## src/design/ard_pkg.sv

```systemverilog
// Package of constants for the alarm relay driver
package ard_pkg;

  // ****************************************
  // Sizes
  // ****************************************
  localparam int unsigned RELAY_COUNT = 3;
  localparam int unsigned SRC_W = 2;

  // ****************************************
  // Alarm source encodings
  // ****************************************
  localparam logic [1:0] SRC_ALARM = 2'h0;
  localparam logic [1:0] SRC_WARNING = 2'h1;
  localparam logic [1:0] SRC_CAUTION = 2'h2;
  localparam logic [1:0] SRC_TROUBLE = 2'h3;

  // ****************************************
  // Register byte offsets
  // ****************************************
  localparam logic [7:0] OFS_CTRL = 8'h00;
  localparam logic [7:0] OFS_RELAY0 = 8'h04;
  localparam logic [7:0] OFS_RELAY1 = 8'h08;
  localparam logic [7:0] OFS_RELAY2 = 8'h0C;
  localparam logic [7:0] OFS_STATUS = 8'h10;

  // ****************************************
  // Field positions
  // ****************************************
  localparam int unsigned CTRL_ENABLE_BIT = 0;
  localparam int unsigned RELAY_SRC_LSB = 0;
  localparam int unsigned RELAY_NORM_BIT = 4;
  localparam int unsigned STATUS_COIL_LSB = 0;
  localparam int unsigned STATUS_ALM_LSB = 8;

  // ****************************************
  // Reset values
  // ****************************************
  localparam logic RST_ENABLE = 1'h0;
  localparam logic [1:0] RST_SRC = 2'h0;
  localparam logic RST_NORM = 1'h0;

  // ****************************************
  // Bus responses
  // ****************************************
  localparam logic [1:0] RESP_OKAY = 2'h0;
  localparam logic [1:0] RESP_SLVERR = 2'h2;

endpackage

```

## src/design/ard_relay_driver.sv

```systemverilog
// Alarm relay driver with AXI4-Lite register access
`timescale 1ns/10ps

// Notes on behaviour
// - Three relays, each own source and norm
// - Each coil follows one of four sources
// - Norm zero: energize only while alarm active
// - Norm one: energized until alarm goes active
// - Fail-safe: de-energized means alarm, power loss or enable cleared
// - One enable switches all relays together
module ard_relay_driver
  import ard_pkg::*;
(
  // Clock and reset
  input wire logic aclk,
  input wire logic aresetn,
  // Alarm levels from device logic
  input wire logic alarm_lvl,
  input wire logic warning_lvl,
  input wire logic caution_lvl,
  input wire logic trouble_lvl,
  // AXI4-Lite write address
  input wire logic [7:0] s_axi_awaddr,
  input wire logic s_axi_awvalid,
  output logic s_axi_awready,
  // AXI4-Lite write data
  input wire logic [31:0] s_axi_wdata,
  input wire logic [3:0] s_axi_wstrb,
  input wire logic s_axi_wvalid,
  output logic s_axi_wready,
  // AXI4-Lite write response
  output logic [1:0] s_axi_bresp,
  output logic s_axi_bvalid,
  input wire logic s_axi_bready,
  // AXI4-Lite read address
  input wire logic [7:0] s_axi_araddr,
  input wire logic s_axi_arvalid,
  output logic s_axi_arready,
  // AXI4-Lite read data
  output logic [31:0] s_axi_rdata,
  output logic [1:0] s_axi_rresp,
  output logic s_axi_rvalid,
  input wire logic s_axi_rready,
  // Relay coil drives, high energizes
  output logic [RELAY_COUNT-1:0] coil_q
);

  // ****************************************
  // Configuration and state
  // ****************************************
  logic enable_q;
  logic [SRC_W-1:0] src_q [RELAY_COUNT];
  logic [RELAY_COUNT-1:0] norm_q;
  logic [3:0] alm_q;
  logic [3:0] coil_d_alm;
  logic [RELAY_COUNT-1:0] coil_d;

  // Alarm inputs come from device logic on this clock
  always_ff @(posedge aclk) begin
    if (!aresetn) begin
      alm_q <= 4'h0;
    end else begin
      alm_q <= {trouble_lvl, caution_lvl, warning_lvl, alarm_lvl};
    end
  end

  assign coil_d_alm = alm_q;

  // ****************************************
  // Coil logic
  // ****************************************
  function automatic logic pick_src(input logic [3:0] alm, input logic [1:0] sel);
    logic r;
    r = 1'b0;
    case (sel)
      SRC_ALARM: r = alm[0];
      SRC_WARNING: r = alm[1];
      SRC_CAUTION: r = alm[2];
      SRC_TROUBLE: r = alm[3];
      default: r = 1'b0;
    endcase
    return r;
  endfunction

  always_comb begin
    for (int i = 0; i < RELAY_COUNT; i++) begin
      // Norm 0 energizes on alarm, norm 1 drops out on alarm
      coil_d[i] = enable_q & (pick_src(coil_d_alm, src_q[i]) ^ norm_q[i]);
    end
  end

  // Reset leaves coils off, same as power loss
  always_ff @(posedge aclk) begin
    if (!aresetn) begin
      coil_q <= '0;
    end else begin
      coil_q <= coil_d;
    end
  end

  // ****************************************
  // Write channel
  // ****************************************
  logic aw_held_q;
  logic w_held_q;
  logic [7:0] awaddr_q;
  logic [31:0] wdata_q;
  logic [3:0] wstrb_q;
  logic wr_go;
  logic wr_hit;

  assign wr_go = aw_held_q && w_held_q && !s_axi_bvalid;
  assign wr_hit = (awaddr_q == OFS_CTRL) || (awaddr_q == OFS_RELAY0) || (awaddr_q == OFS_RELAY1) ||
                  (awaddr_q == OFS_RELAY2) || (awaddr_q == OFS_STATUS);

  always_ff @(posedge aclk) begin
    if (!aresetn) begin
      aw_held_q <= 1'b0;
      awaddr_q <= 8'h00;
    end else if (s_axi_awvalid && s_axi_awready) begin
      aw_held_q <= 1'b1;
      awaddr_q <= s_axi_awaddr;
    end else if (wr_go) begin
      aw_held_q <= 1'b0;
    end
  end

  always_ff @(posedge aclk) begin
    if (!aresetn) begin
      w_held_q <= 1'b0;
      wdata_q <= 32'h0000_0000;
      wstrb_q <= 4'h0;
    end else if (s_axi_wvalid && s_axi_wready) begin
      w_held_q <= 1'b1;
      wdata_q <= s_axi_wdata;
      wstrb_q <= s_axi_wstrb;
    end else if (wr_go) begin
      w_held_q <= 1'b0;
    end
  end

  always_ff @(posedge aclk) begin
    if (!aresetn) begin
      s_axi_awready <= 1'b0;
      s_axi_wready <= 1'b0;
    end else begin
      s_axi_awready <= !aw_held_q && !(s_axi_awvalid && s_axi_awready);
      s_axi_wready <= !w_held_q && !(s_axi_wvalid && s_axi_wready);
    end
  end

  always_ff @(posedge aclk) begin
    if (!aresetn) begin
      s_axi_bvalid <= 1'b0;
      s_axi_bresp <= RESP_OKAY;
    end else if (wr_go) begin
      s_axi_bvalid <= 1'b1;
      s_axi_bresp <= wr_hit ? RESP_OKAY : RESP_SLVERR;
    end else if (s_axi_bready) begin
      s_axi_bvalid <= 1'b0;
    end
  end

  // ****************************************
  // Configuration registers
  // ****************************************
  always_ff @(posedge aclk) begin
    if (!aresetn) begin
      enable_q <= RST_ENABLE;
    end else if (wr_go && awaddr_q == OFS_CTRL && wstrb_q[0]) begin
      enable_q <= wdata_q[CTRL_ENABLE_BIT];
    end
  end

  always_ff @(posedge aclk) begin
    if (!aresetn) begin
      for (int i = 0; i < RELAY_COUNT; i++) begin
        src_q[i] <= RST_SRC;
        norm_q[i] <= RST_NORM;
      end
    end else if (wr_go && wstrb_q[0]) begin
      for (int i = 0; i < RELAY_COUNT; i++) begin
        if (awaddr_q == OFS_RELAY0 + 8'(4 * i)) begin
          src_q[i] <= wdata_q[RELAY_SRC_LSB +: SRC_W];
          norm_q[i] <= wdata_q[RELAY_NORM_BIT];
        end
      end
    end
  end

  // ****************************************
  // Read channel
  // ****************************************
  function automatic logic [31:0] read_word(input logic [7:0] addr);
    logic [31:0] v;
    v = 32'h0000_0000;
    case (addr)
      OFS_CTRL: v[CTRL_ENABLE_BIT] = enable_q;
      OFS_RELAY0: v = {27'h0, norm_q[0], 2'h0, src_q[0]};
      OFS_RELAY1: v = {27'h0, norm_q[1], 2'h0, src_q[1]};
      OFS_RELAY2: v = {27'h0, norm_q[2], 2'h0, src_q[2]};
      OFS_STATUS: begin
        v[STATUS_COIL_LSB +: RELAY_COUNT] = coil_q;
        v[STATUS_ALM_LSB +: 4] = alm_q;
      end
      default: v = 32'h0000_0000;
    endcase
    return v;
  endfunction

  function automatic logic rd_hit(input logic [7:0] addr);
    return (addr == OFS_CTRL) || (addr == OFS_RELAY0) || (addr == OFS_RELAY1) ||
           (addr == OFS_RELAY2) || (addr == OFS_STATUS);
  endfunction

  always_ff @(posedge aclk) begin
    if (!aresetn) begin
      s_axi_arready <= 1'b0;
    end else begin
      s_axi_arready <= !s_axi_rvalid && !(s_axi_arvalid && s_axi_arready);
    end
  end

  always_ff @(posedge aclk) begin
    if (!aresetn) begin
      s_axi_rvalid <= 1'b0;
      s_axi_rdata <= 32'h0000_0000;
      s_axi_rresp <= RESP_OKAY;
    end else if (s_axi_arvalid && s_axi_arready) begin
      s_axi_rvalid <= 1'b1;
      s_axi_rdata <= read_word(s_axi_araddr);
      s_axi_rresp <= rd_hit(s_axi_araddr) ? RESP_OKAY : RESP_SLVERR;
    end else if (s_axi_rready) begin
      s_axi_rvalid <= 1'b0;
    end
  end

endmodule

```

## config.mk

```make
export PLATFORM = sky130hd
export DESIGN_NAME = ard_relay_driver
export DESIGN_NICKNAME = d
export VERILOG_FILES = /design/src/design/ard_pkg.sv /design/src/design/ard_relay_driver.sv
export SDC_FILE = /design/constraint.sdc
export NUM_CORES = 1
export LEC_CHECK = 0
export ABC_AREA = 1
export CAP_MARGIN = 20
export CORE_UTILIZATION = 56
export DETAILED_ROUTE_END_ITERATION = 10
export DONT_BUFFER_PORTS = 1
export PLACE_DENSITY_LB_ADDON = 0.3
export SLEW_MARGIN = 20
export SYNTH_ARGS = -nofsm -noshare
export SYNTH_HDL_FRONTEND = slang
export SYNTH_SLANG_ARGS = --single-unit
```

## constraint.sdc

```tcl
create_clock -name aclk -period 1.09 [get_ports aclk]
set_input_delay 0.327 -clock aclk [delete_from_list [all_inputs] [get_ports aclk]]
set_output_delay 0.327 -clock aclk [all_outputs]
set_load 0.01 [all_outputs]
```

# Yosys cells after proc, flatten, opt, wreduce, memory -nomap -nowiden
# Memories as Yosys holds them, arrays and structs flattened.
# Cells that the tools add are included.
# totals
register_bits	48
mem_bits_rw	6
in_bits	63
output_inout_bits	44
word_cells	116
n_memories	1
# memory_table
name	depth	word_bits	read_ports	rd_ports_with_merged_regs	write_ports	line	source
src_q	3	2	3	0	3	ard_relay_driver.sv:52	logic [SRC_W-1:0] src_q [RELAY_COUNT];
# op_classes
eq_ne	17
muxes	32
n_bitwise	9
n_reduce_logical	38
# op_table
operator	count
8-bit by 4-bit == test with 1-bit output (second input constant)	4
1-bit two-way mux	20
8-bit by 3-bit == test with 1-bit output (second input constant)	2
8-bit by 5-bit == test with 1-bit output (second input constant)	2
8-bit logical NOT	2
2-bit == test (second input constant)	6
1-bit one-hot mux with 4 select lines	3
1-bit logical AND	11
2-bit two-way mux	5
1-bit logical OR	8
2-bit one-hot mux with 4 select lines	1
2-bit nonzero test	4
1-bit logical NOT	7
2-bit by 1-bit == test with 1-bit output (second input constant)	3
2-bit logical NOT	3
2-bit one-hot mux with 3 select lines	1
2-bit AND reduction	3
1-bit one-hot mux with 5 select lines	1
4-bit two-way mux	1
1-bit bitwise AND	3
1-bit OR	3
1-bit XOR	3

# Logic depth before layout (Yosys ltp)
# Gate-level depths: netlist of run 1.
# depth
depth_word	7
mapped_depth	8
ltp_nobuf	8

# Worst setup path before layout of run 1
# No wires, ideal clock.
# synth_timing
kind	register to register
start	reg awaddr_q[7]
end	mem src_q[0][0] (enable)
setup_time_ns	0.297
t_arrival_ns	0.829
required_time_ns	0.793
slack_ns	-0.035
stages_incl_launch_ff	6
path_buffers	0
period_less_slack_ns	1.125
cell_sequence	dfxtp_1 nor2_2 nand3b_4 inv_1 nand3_1 nand2_1
# synth_lines
item	line	source
start: declaration	ard_relay_driver.sv:106	logic [7:0] awaddr_q;
start signal: assignment	ard_relay_driver.sv:122	awaddr_q <= s_axi_awaddr;
end: declaration	ard_relay_driver.sv:52	

==> summary.txt, run 1 <==
Setup path
  • Reg2reg path depth: 5
  • Critical-path cell list: inv_2, nand2_4, nor3_4, nand3_2, nand2_2
  • CP Class: reg2reg
  • Crit Path Max Fanout: 2
  • Max incr delay on CP: 350 ps
  • CP startpoint kind: flip-flop
  • CP Data Arrival Time: 1220 ps
  • Crit path required time: 1110 ps
  • Slowest-stage cell, CP: dfxtp_2
  • Setup crit end kind: flip-flop

Floorplanning
  • Die Y: approximately 65 microns
  • # rows: 22
  • Area of the core: 0.00372 sq mm
  • Die ar.: 0.00421 sq mm
  • Die X: about 65 microns
  • Num ports: 107
  • Initial Util: 0.597

Power and ir drop
  • Total power: 3.38 mW
  • Pwr dens: 1310 mW/mm^2
  • Maximum VDD drop: ~0.7 mV
  • Leakage dissipation: 1.22 nW

Yosys
  • Multiplexer share of the synthesized area: 0
  • Post-synthesis area per instance: about 7.5 sq um
  • Unique masters post-synth: 25
  • Compound-cell area share of the yosys netlist: 0.101
  • XOR/XNOR share of the synthesized area: 0.0119
  • Post-synthesis instance total: 294
  • Seq/Total Area, Yosys: 0.442
  • Yosys warnings: 0
  • Post-synthesis simple-gate area fraction: 0.292
  • Main combinational cell family by area after synthesis: simple AND/OR/NAND/NOR gates
  • Yosys reg bits: 46
  • Adder-cell share of the synthesized area: 0
  • Top post-synthesis cells by area: dfxtp_1 36%, nand2_1 11%, buf_4 8.8%
  • Largest area contributor in the netlist: dfxtp_1
  • Synthesized area: 0.00222 sq mm
  • Top cell type's share of synthesized area: 0.361

CTS
  • H-tree depth: 2
  • Cts bufs inserted: 5
  • CTS hold repair buffers: 0
  • Clock root cell: clkbuf_8
  • Clk pin slew, worst setup/hold paths: 80 ps
  • Sink Count: 46
  • Clock Latency Late Sink: 300 ps
  • CTS Buffer Depth: 2
  • CTS tree: yes

Timing
  • Fin crit share: 1.10
  • Post-layout min period: around 1200 ps
  • Clk_skew: between 4 and 5 ps
  • Setup violations, final: 17
  • RSZ-0062 raised after global routing: true
  • Final Max Tran Viols: 0
  • Fmax achieved: 835 MHz
  • Hold Vio Cnt, Final: 0
  • Fin Hold WS: 115 ps
  • Setup TNS: -1450 ps
  • Final worst-path setup slack: -108 ps

Placed design
  • Dpl hpwl: around 3200 microns
  • GPL Wtd Cong: a little over 0.8
  • Placed Area: roughly 0.0023 sq mm
  • Pre-CTS setup slack: -146 ps
  • Cell total after placement: 359
  • IO buf count: 0

Min path
  • Hold Crit Class: in2reg
  • Hold path depth: 1

Route
  • Routed WL per cell: 11.4 microns
  • Top routing layer in use: met4
  • WL final: about 4300 microns
  • Total number of vias: 1829
  • Initial DRC count: 118
  • Met2 WL: 2110 microns
  • Residual DRC: 0
  • Post-DR vias/cell: approximately 4.9
  • Met3 WL: 296 microns
  • DR pass1 iterations: 4
  • M1 wire length: 1840 microns
  • ANT nets after route: 0

Global routing
  • Antenna violations before repair: 0
  • Gr ovfl total: 0
  • Largest net degree at the start of global routing: 33
  • GRT Resource Usage Total: 0.209
  • First-pass GRT wire length: 6800 microns
  • Vias in the first global route: 1627

Flow run
  • # Max-Cap Violations: 0

Layout
  • Layout cell share with drive strength beyond 1: 0.262
  • Area Overhead vs Synth: 16.4%
  • # diodes: 0
  • Final nets: between 300 and 400
  • Core Util, Final: 0.694
  • Design area: 0.00258 sq mm
  • Finished Layout Cells: 376

Status
  • Status: finished with violations
  • Failing checks: setup timing
## cell usage in the layout, fill, tap and decap left out, drive strengths merged
cell    synthesis  routed
xor2            3       3
dfxtp          40      40
conb            1      26
o211ai          3       3
nand3          25      25
clkbuf          0       8
nand4           1       1
a31oi           1       1
nand3b          2       2
edfxtp          6       6
a21oi          15      15
nor3            5       5
inv            32      32
nand2          66      66
nor2           40      40
o21ai          24      24
buf            30      31
## synthesized netlist by cell type
master / number
xor2_1: 3
nor3_4: 1
a21oi_1: 15
nand2_1: 66
dfxtp_1: 40
nand3_1: 22
nor2_4: 1
nand4_4: 1
a31oi_1: 1
nor3_1: 3
conb_1: 1
nor3_2: 1
nand3_2: 3
o211ai_1: 3
buf_2: 4
nor2_2: 3
o21ai_1: 20
inv_1: 18
inv_2: 14
o21ai_0: 4
edfxtp_1: 6
buf_4: 26
nor2_1: 36
nand3b_4: 1
nand3b_2: 1
## worst max-delay path, delay by kind of cell (launching register included)
kind	cells	cell delay (ps)
buffers and inverters	1	80
flip-flops	1	350
AND/OR/NAND/NOR	4	500
## worst paths after layout
| kind | from | end | slack, ps |
|---|---|---|---|
| hold reg to reg | alm_q[2] | s_axi_rdata[10] | 440 |
| hold / removal | s_axi_rready | s_axi_rvalid | 120 |
| setup reg to reg | awaddr_q[1] | src_q[0][1] | -110 |
| setup / recovery | awaddr_q[1] | src_q[0][1] | -110 |
## cell type report
cell class	count	area, sq um
Fill cell	321	1140
Multi-Input combinational cell	211	1060
Timing Repair Buffer	31	260
Clock buffer	8	90.1
Sequential cell	46	990
Tap cell	48	60.1
Inverter	32	120
## power by group
| part | switching, mW | internal, mW |
|---|---|---|
| combinational | 0.252 | 0.193 |
| sequential | 0.0727 | 1.79 |
| clock | 0.551 | 0.518 |
## timing repair
item / in CTS / in global routing
resized for setup: 11 / 17
gates cloned: 0 / 0
buffers inserted: 2 / 7
pin swaps: 4 / 16
hold endpoints to repair: 0 / 0
endpoints found under the setup margin: 25 / 27
## logic make-up (layout without fill, tap and decap cells)
kind of cell | count (synthesis) | count (layout)
other | 1 | 26
DFF | 46 | 46
AOI/OAI and AO/OA | 43 | 43
xor gates and xnor gates | 3 | 3
buffers and inverters | 62 | 71
and+or+nand+nor | 139 | 139
## flip-flops by register name, indices dropped and copies added (netlist names), 3 cells and up
name	flops
alm_q	4
awaddr_q	8
coil_q	3
norm_q	3
s_axi_rdata	8
src_q	6
wdata_q	3
## routing by layer
layer	vias to the layer above	track usage
li1	956	-
met1	798	0.243
met2	70	0.368
met3	5	0.0634
met4	0	0.0583
met5	-	0
Power figures use the tool's default switching activity.
==> inputs of run 2 (changes only) <==
--- a/config.mk
+++ b/config.mk
@@ -10,6 +10,7 @@
 export CORE_UTILIZATION = 56
 export DETAILED_ROUTE_END_ITERATION = 10
 export DONT_BUFFER_PORTS = 1
+export GPL_TIMING_DRIVEN = 0
 export PLACE_DENSITY_LB_ADDON = 0.3
 export SLEW_MARGIN = 20
 export SYNTH_ARGS = -nofsm -noshare
==> summary.txt, run 2 (synthesis results as in run 1) <==
Floorplanning
  • Num ports: between 100 and 150
  • Die ar.: 0.00421 sq mm
  • Die Y: 64.9 microns
  • Area of the core: 0.00372 sq mm
  • Initial Util: 0.597
  • Die X: 64.9 microns
  • # rows: 22

Timing
  • Fin crit share: 1.11
  • Post-layout min period: between 1000 and 1500 ps
  • Setup violations, final: 15
  • RSZ-0062 raised after global routing: true
  • Hold Vio Cnt, Final: 0
  • Fmax achieved: 829 MHz
  • Clk_skew: 9.22 ps
  • Final worst-path setup slack: -117 ps
  • Fin Hold WS: 112 ps
  • Final Max Tran Viols: 0

Layout
  • Area Overhead vs Synth: 17.8%
  • Core Util, Final: 0.703
  • Fill cells: 332
  • Commonest cells after routing, fill and taps aside: 58 x nand2_1, 35 x nor2_1, 32 x buf_4, 30 x dfxtp_1, 26 x conb_1
  • Finished Layout Cells: 382
  • # diodes: 0
  • Top Registers: awaddr_q: 8 flops, s_axi_rdata: 8 flops, src_q: 6 flops
  • Final nets: slightly below 400
  • Layout cell share with drive strength beyond 1: 0.293
  • Most common cell after layout, fill and taps aside: nand2_1

Route
  • WL final: between 4000 and 5000 microns
  • Initial DRC count: 50
  • Post-DR vias/cell: 4.96
  • Routed WL per cell: 11.7 microns
  • Total number of vias: between 1500 and 2000
  • ANT nets after route: 0
  • DR pass1 iterations: 5
  • Residual DRC: 0

Setup path
  • CP startpoint kind: flip-flop
  • Max incr delay on CP: 340 ps
  • Critical-path cell list: nor2_4, nand3b_4, nor2_4, buf_6, nand2_4, o21ai_2, nor2_1
  • Crit Path Max Fanout: 4
  • Reg-to-reg startpoint: awaddr_q[5]
  • Crit path required time: about 1300 ps
  • Slowest-stage cell, CP: dfxtp_2
  • Reg2reg path depth: 7
  • CP Data Arrival Time: ~1400 ps
  • RR Endpoint: enable_q
  • Reg2Reg Setup Slack: -120 ps
  • Top cell by count, worst path: nor2_4
  • CP Class: reg2reg
  • Setup crit end kind: flip-flop

Status
  • Status: finished with violations
  • Failing checks: setup timing

Placed design
  • Cell total after placement: 367
  • GPL Wtd Cong: 0.818
  • Dpl hpwl: ~3300 microns
  • IO buf count: 0

Power and ir drop
  • Clock power share: 0.297
  • Pwr dens: 1270 mW/mm^2
  • Internal power: 2.42 mW
  • Reg power frac: 0.567
  • Combinational share of power: 0.136
  • Switching share of power: 0.268
  • Total power: 3.30 mW
  • Leakage dissipation: 1.27 nW
  • Maximum VDD drop: 1.03 mV
  • Net Sw Power: between 800 and 900 uW

Global routing
  • Gr ovfl total: 0
  • Antenna violations before repair: 0
  • First-pass GRT wire length: around 6700 microns
  • GRT Resource Usage Total: 0.207
  • Vias in the first global route: 1563
  • Largest net degree at the start of global routing: 14

CTS
  • H-tree depth: 2
  • Clk pin slew, worst setup/hold paths: 90 ps
  • Cts bufs inserted: 5
  • Clock Latency Late Sink: 300 ps
  • CTS tree: yes
  • CTS Buffer Depth: 2
  • Sink Count: 46
  • Clock root cell: clkbuf_8

Flow run
  • # Max-Cap Violations: 0

Min path
  • Hold Crit Start: s_axi_rready
  • Worst Hold End: s_axi_rvalid
  • Hold path depth: 1
  • Hold Crit Class: in2reg
run 2: cell types whose count changed in the layout (fill, tap and decap cells not counted), sizes merged:
| cell | delta |
|---|---|
| clkbuf | -1 |
| buf | +5 |
| clkinv | +2 |
run 2: timing repair:
item                       4_1_cts  5_1_grt
setup endpoints to repair       21       29
cloned                           0        0
hold buffers                     0        0
setup buffers                    4        3
gates resized for setup         17       20
pin swaps                       14       17
run 2: cell type report:
cell class	instances	area, sq um	share of cell area
repair buffers	7	56.3	0.0216
multi-input cells	211	1070	0.412
clock inverters	2	8.76	0.00335
inverters	32	125	0.0479
flip-flops and latches	46	996	0.381
well taps	48	60.1	0.0230
plain buffers	30	218	0.0834
clock buffers	6	72.6	0.0278
run 2: power groups by stage:
stage                     Sequential [mW]  Clock, mW  Combinational, mW
after floorplan                      1.88          0              0.352
after global placement               1.90          0              0.391
after detailed placement             1.90          0              0.400
after CTS                            1.87       1.00              0.422
after global routing                 1.88       1.07              0.500
final                                1.87      0.982              0.450
run 2: worst max-delay path: cells and delay by family (launching register included):
kind	cells	cell delay, ps
flip-flops	1	340
AO/OA/AOI/OAI	1	140
buffers and inverters	1	130
AND/OR/NAND/NOR	5	500
run 2: per-layer routing:
| layer | GRT usage | up-vias | share of wire |
|---|---|---|---|
| li1 | - | 969 | - |
| met1 | 0.244 | 843 | 0.42 |
| met2 | 0.344 | 77 | 0.48 |
| met3 | 0.0792 | 6 | 0.082 |
| met4 | 0.0667 | 0 | 0.0099 |
| met5 | 0 | - | 0 |
run 2: worst max-delay path by stage:
stage                   from              end  depth (start not counted)
3_3_place_gp   s_axi_arready  s_axi_rdata[10]                          6
2_1_floorplan       w_held_q      src_q[0][0]                          4
5_1_grt          awaddr_q[5]      src_q[0][1]                          7
4_1_cts          awaddr_q[7]         enable_q                          7
6_report         awaddr_q[5]         enable_q                          7
3_5_place_dp   s_axi_arready   s_axi_rdata[8]                          6
run 2: through the flow:
stage	TNS, ps	cell area [sq um]	worst slack [ps]
after floorplan	0	2330	3.23
final	-1100	2610	-117
after global routing	-2460	2610	-186
after CTS	-1130	2540	-90.7
after detailed placement	-2340	2390	-175
after global placement	-2020	2390	-135
==> inputs of run 3 (changes only) <==
--- a/config.mk
+++ b/config.mk
@@ -7,7 +7,7 @@
 export LEC_CHECK = 0
 export ABC_AREA = 1
 export CAP_MARGIN = 20
-export CORE_UTILIZATION = 56
+export CORE_UTILIZATION = 60
 export DETAILED_ROUTE_END_ITERATION = 10
 export DONT_BUFFER_PORTS = 1
 export GPL_TIMING_DRIVEN = 0
==> constraint.sdc (replaced) <==
create_clock -name aclk -period 1.5 [get_ports aclk]
set_input_delay 0.45 -clock aclk [delete_from_list [all_inputs] [get_ports aclk]]
set_output_delay 0.45 -clock aclk [all_outputs]
set_load 0.01 [all_outputs]
==> summary.txt, run 3 (synthesis results as in run 1) <==
Global routing
  • Vias in the first global route: 1727
  • Gr ovfl total: 0
  • First-pass GRT wire length: 7270 microns
  • Largest net degree at the start of global routing: 16
  • GRT Resource Usage Total: 0.234
  • Antenna violations before repair: 0

Floorplanning
  • Die ar.: 0.00394 sq mm
  • Num ports: between 100 and 150
  • Initial Util: 0.644
  • Area of the core: 0.00344 sq mm
  • # rows: 21
  • Die Y: 62.8 microns
  • Die X: 62.8 microns

CTS
  • Sink Count: 46
  • Clock Latency Late Sink: approximately 300 ps
  • Clk pin slew, worst setup/hold paths: 90 ps
  • CTS hold repair buffers: 0
  • # Post-CTS Setup Buffers: 0
  • Post-cts resize count: 0
  • Clock root cell: clkbuf_8
  • CTS Buffer Depth: 2
  • H-tree depth: 2
  • CTS tree: yes
  • Cts bufs inserted: 5

Timing
  • Clk_skew: 9.50 ps
  • Post-layout min period: ~1300 ps
  • Setup TNS: 0 ps
  • Fin crit share: 0.844
  • Setup violations, final: 0
  • Fmax achieved: roughly 790 MHz
  • Final Max Tran Viols: 0
  • Hold Vio Cnt, Final: 0
  • RSZ-0062 raised after global routing: false

Placed design
  • GPL Wtd Cong: 0.801
  • Dpl hpwl: 3290 microns
  • IO buf count: 0
  • Cell total after placement: roughly 370

Power and ir drop
  • Pwr dens: 1030 mW/mm^2
  • Maximum VDD drop: 0.732 mV
  • Total power: 2.56 mW
  • Leakage dissipation: 1.20 nW

Layout
  • Area Overhead vs Synth: 12.0%
  • Top Registers: awaddr_q: 8 flops, s_axi_rdata: 8 flops, src_q: 6 flops
  • Finished Layout Cells: 373
  • Layout cell share with drive strength beyond 1: 0.196
  • Commonest cells after routing, fill and taps aside: 66 x nand2_1, 40 x dfxtp_1, 36 x nor2_1, 26 x buf_4, 26 x conb_1
  • Most common cell after layout, fill and taps aside: nand2_1
  • Fill cells: 272
  • Final nets: 389
  • # diodes: 0

Setup path
  • Crit Path Max Fanout: 5
  • Crit path required time: ~1800 ps
  • Setup crit end kind: flip-flop
  • CP startpoint kind: flip-flop
  • CP Class: reg2reg
  • CP Data Arrival Time: approximately 1500 ps
  • Reg2Reg Setup Slack: 230 ps
  • Reg2reg path depth: 6

Status
  • Status: completed

Min path
  • Hold Crit Class: in2reg
  • Hold path depth: 2

Route
  • WL final: 4120 microns
  • Total number of vias: 1829
  • Initial DRC count: 81
  • Residual DRC: 0
  • Post-DR vias/cell: 4.90
  • Routed WL per cell: 11.0 microns
  • ANT nets after route: 0
  • DR pass1 iterations: 4

Flow run
  • # Max-Cap Violations: 0
run 3: report_power, final:
part	internal (mW)	total, mW	leakage [nW]	switching (mW)
Clock	0.495	0.922	0.0504	0.427
Sequential	1.30	1.35	0.389	0.0496
Combinational	0.115	0.290	0.766	0.175
Total	1.91	2.56	1.20	0.652
run 3: per-layer routing:
layer  up-vias  track usage  routed length (microns)
li1        953            -                        -
met1       801        0.265                     1720
met2        68        0.413                     2000
met3         7       0.0785                      342
met4         0       0.0698                       48
met5         -            0                        0
run 3: final cells by class:
class,count,area (sq um),area share
Clock inverter,3,45.0,0.0181
Multi-Input combinational cell,211,995,0.401
Buffer,30,215,0.0867
Clock buffer,5,68.8,0.0277
Sequential cell,46,981,0.395
Inverter,32,120,0.0484
Tap cell,46,57.6,0.0232
run 3: stage by stage:
stage,setup WS [ps],instance area (sq um),util,hold WS (ps)
2_1_floorplan,375,2310,-,419
3_3_place_gp,237,2370,0.688,431
3_5_place_dp,237,2370,0.688,428
4_1_cts,225,2480,0.721,244
5_1_grt,83.7,2480,0.721,239
6_report,234,2480,0.721,248
run 3: path summary, 6_finish.rpt:
check	start	endpoint
hold reg to reg	alm_q[2]	s_axi_rdata[10]
setup / recovery	s_axi_arready	s_axi_rdata[9]
hold / removal	caution_lvl	alm_q[2]
setup reg to reg	s_axi_arready	s_axi_rdata[9]
run 3: critical path, cell delays in order (launching register included):
cell and delay (ps):
dfxtp_1 390, nand2_1 110, inv_2 100, nand2_1 150, nor3_4 290, nand2_1 110
nand2_1 70
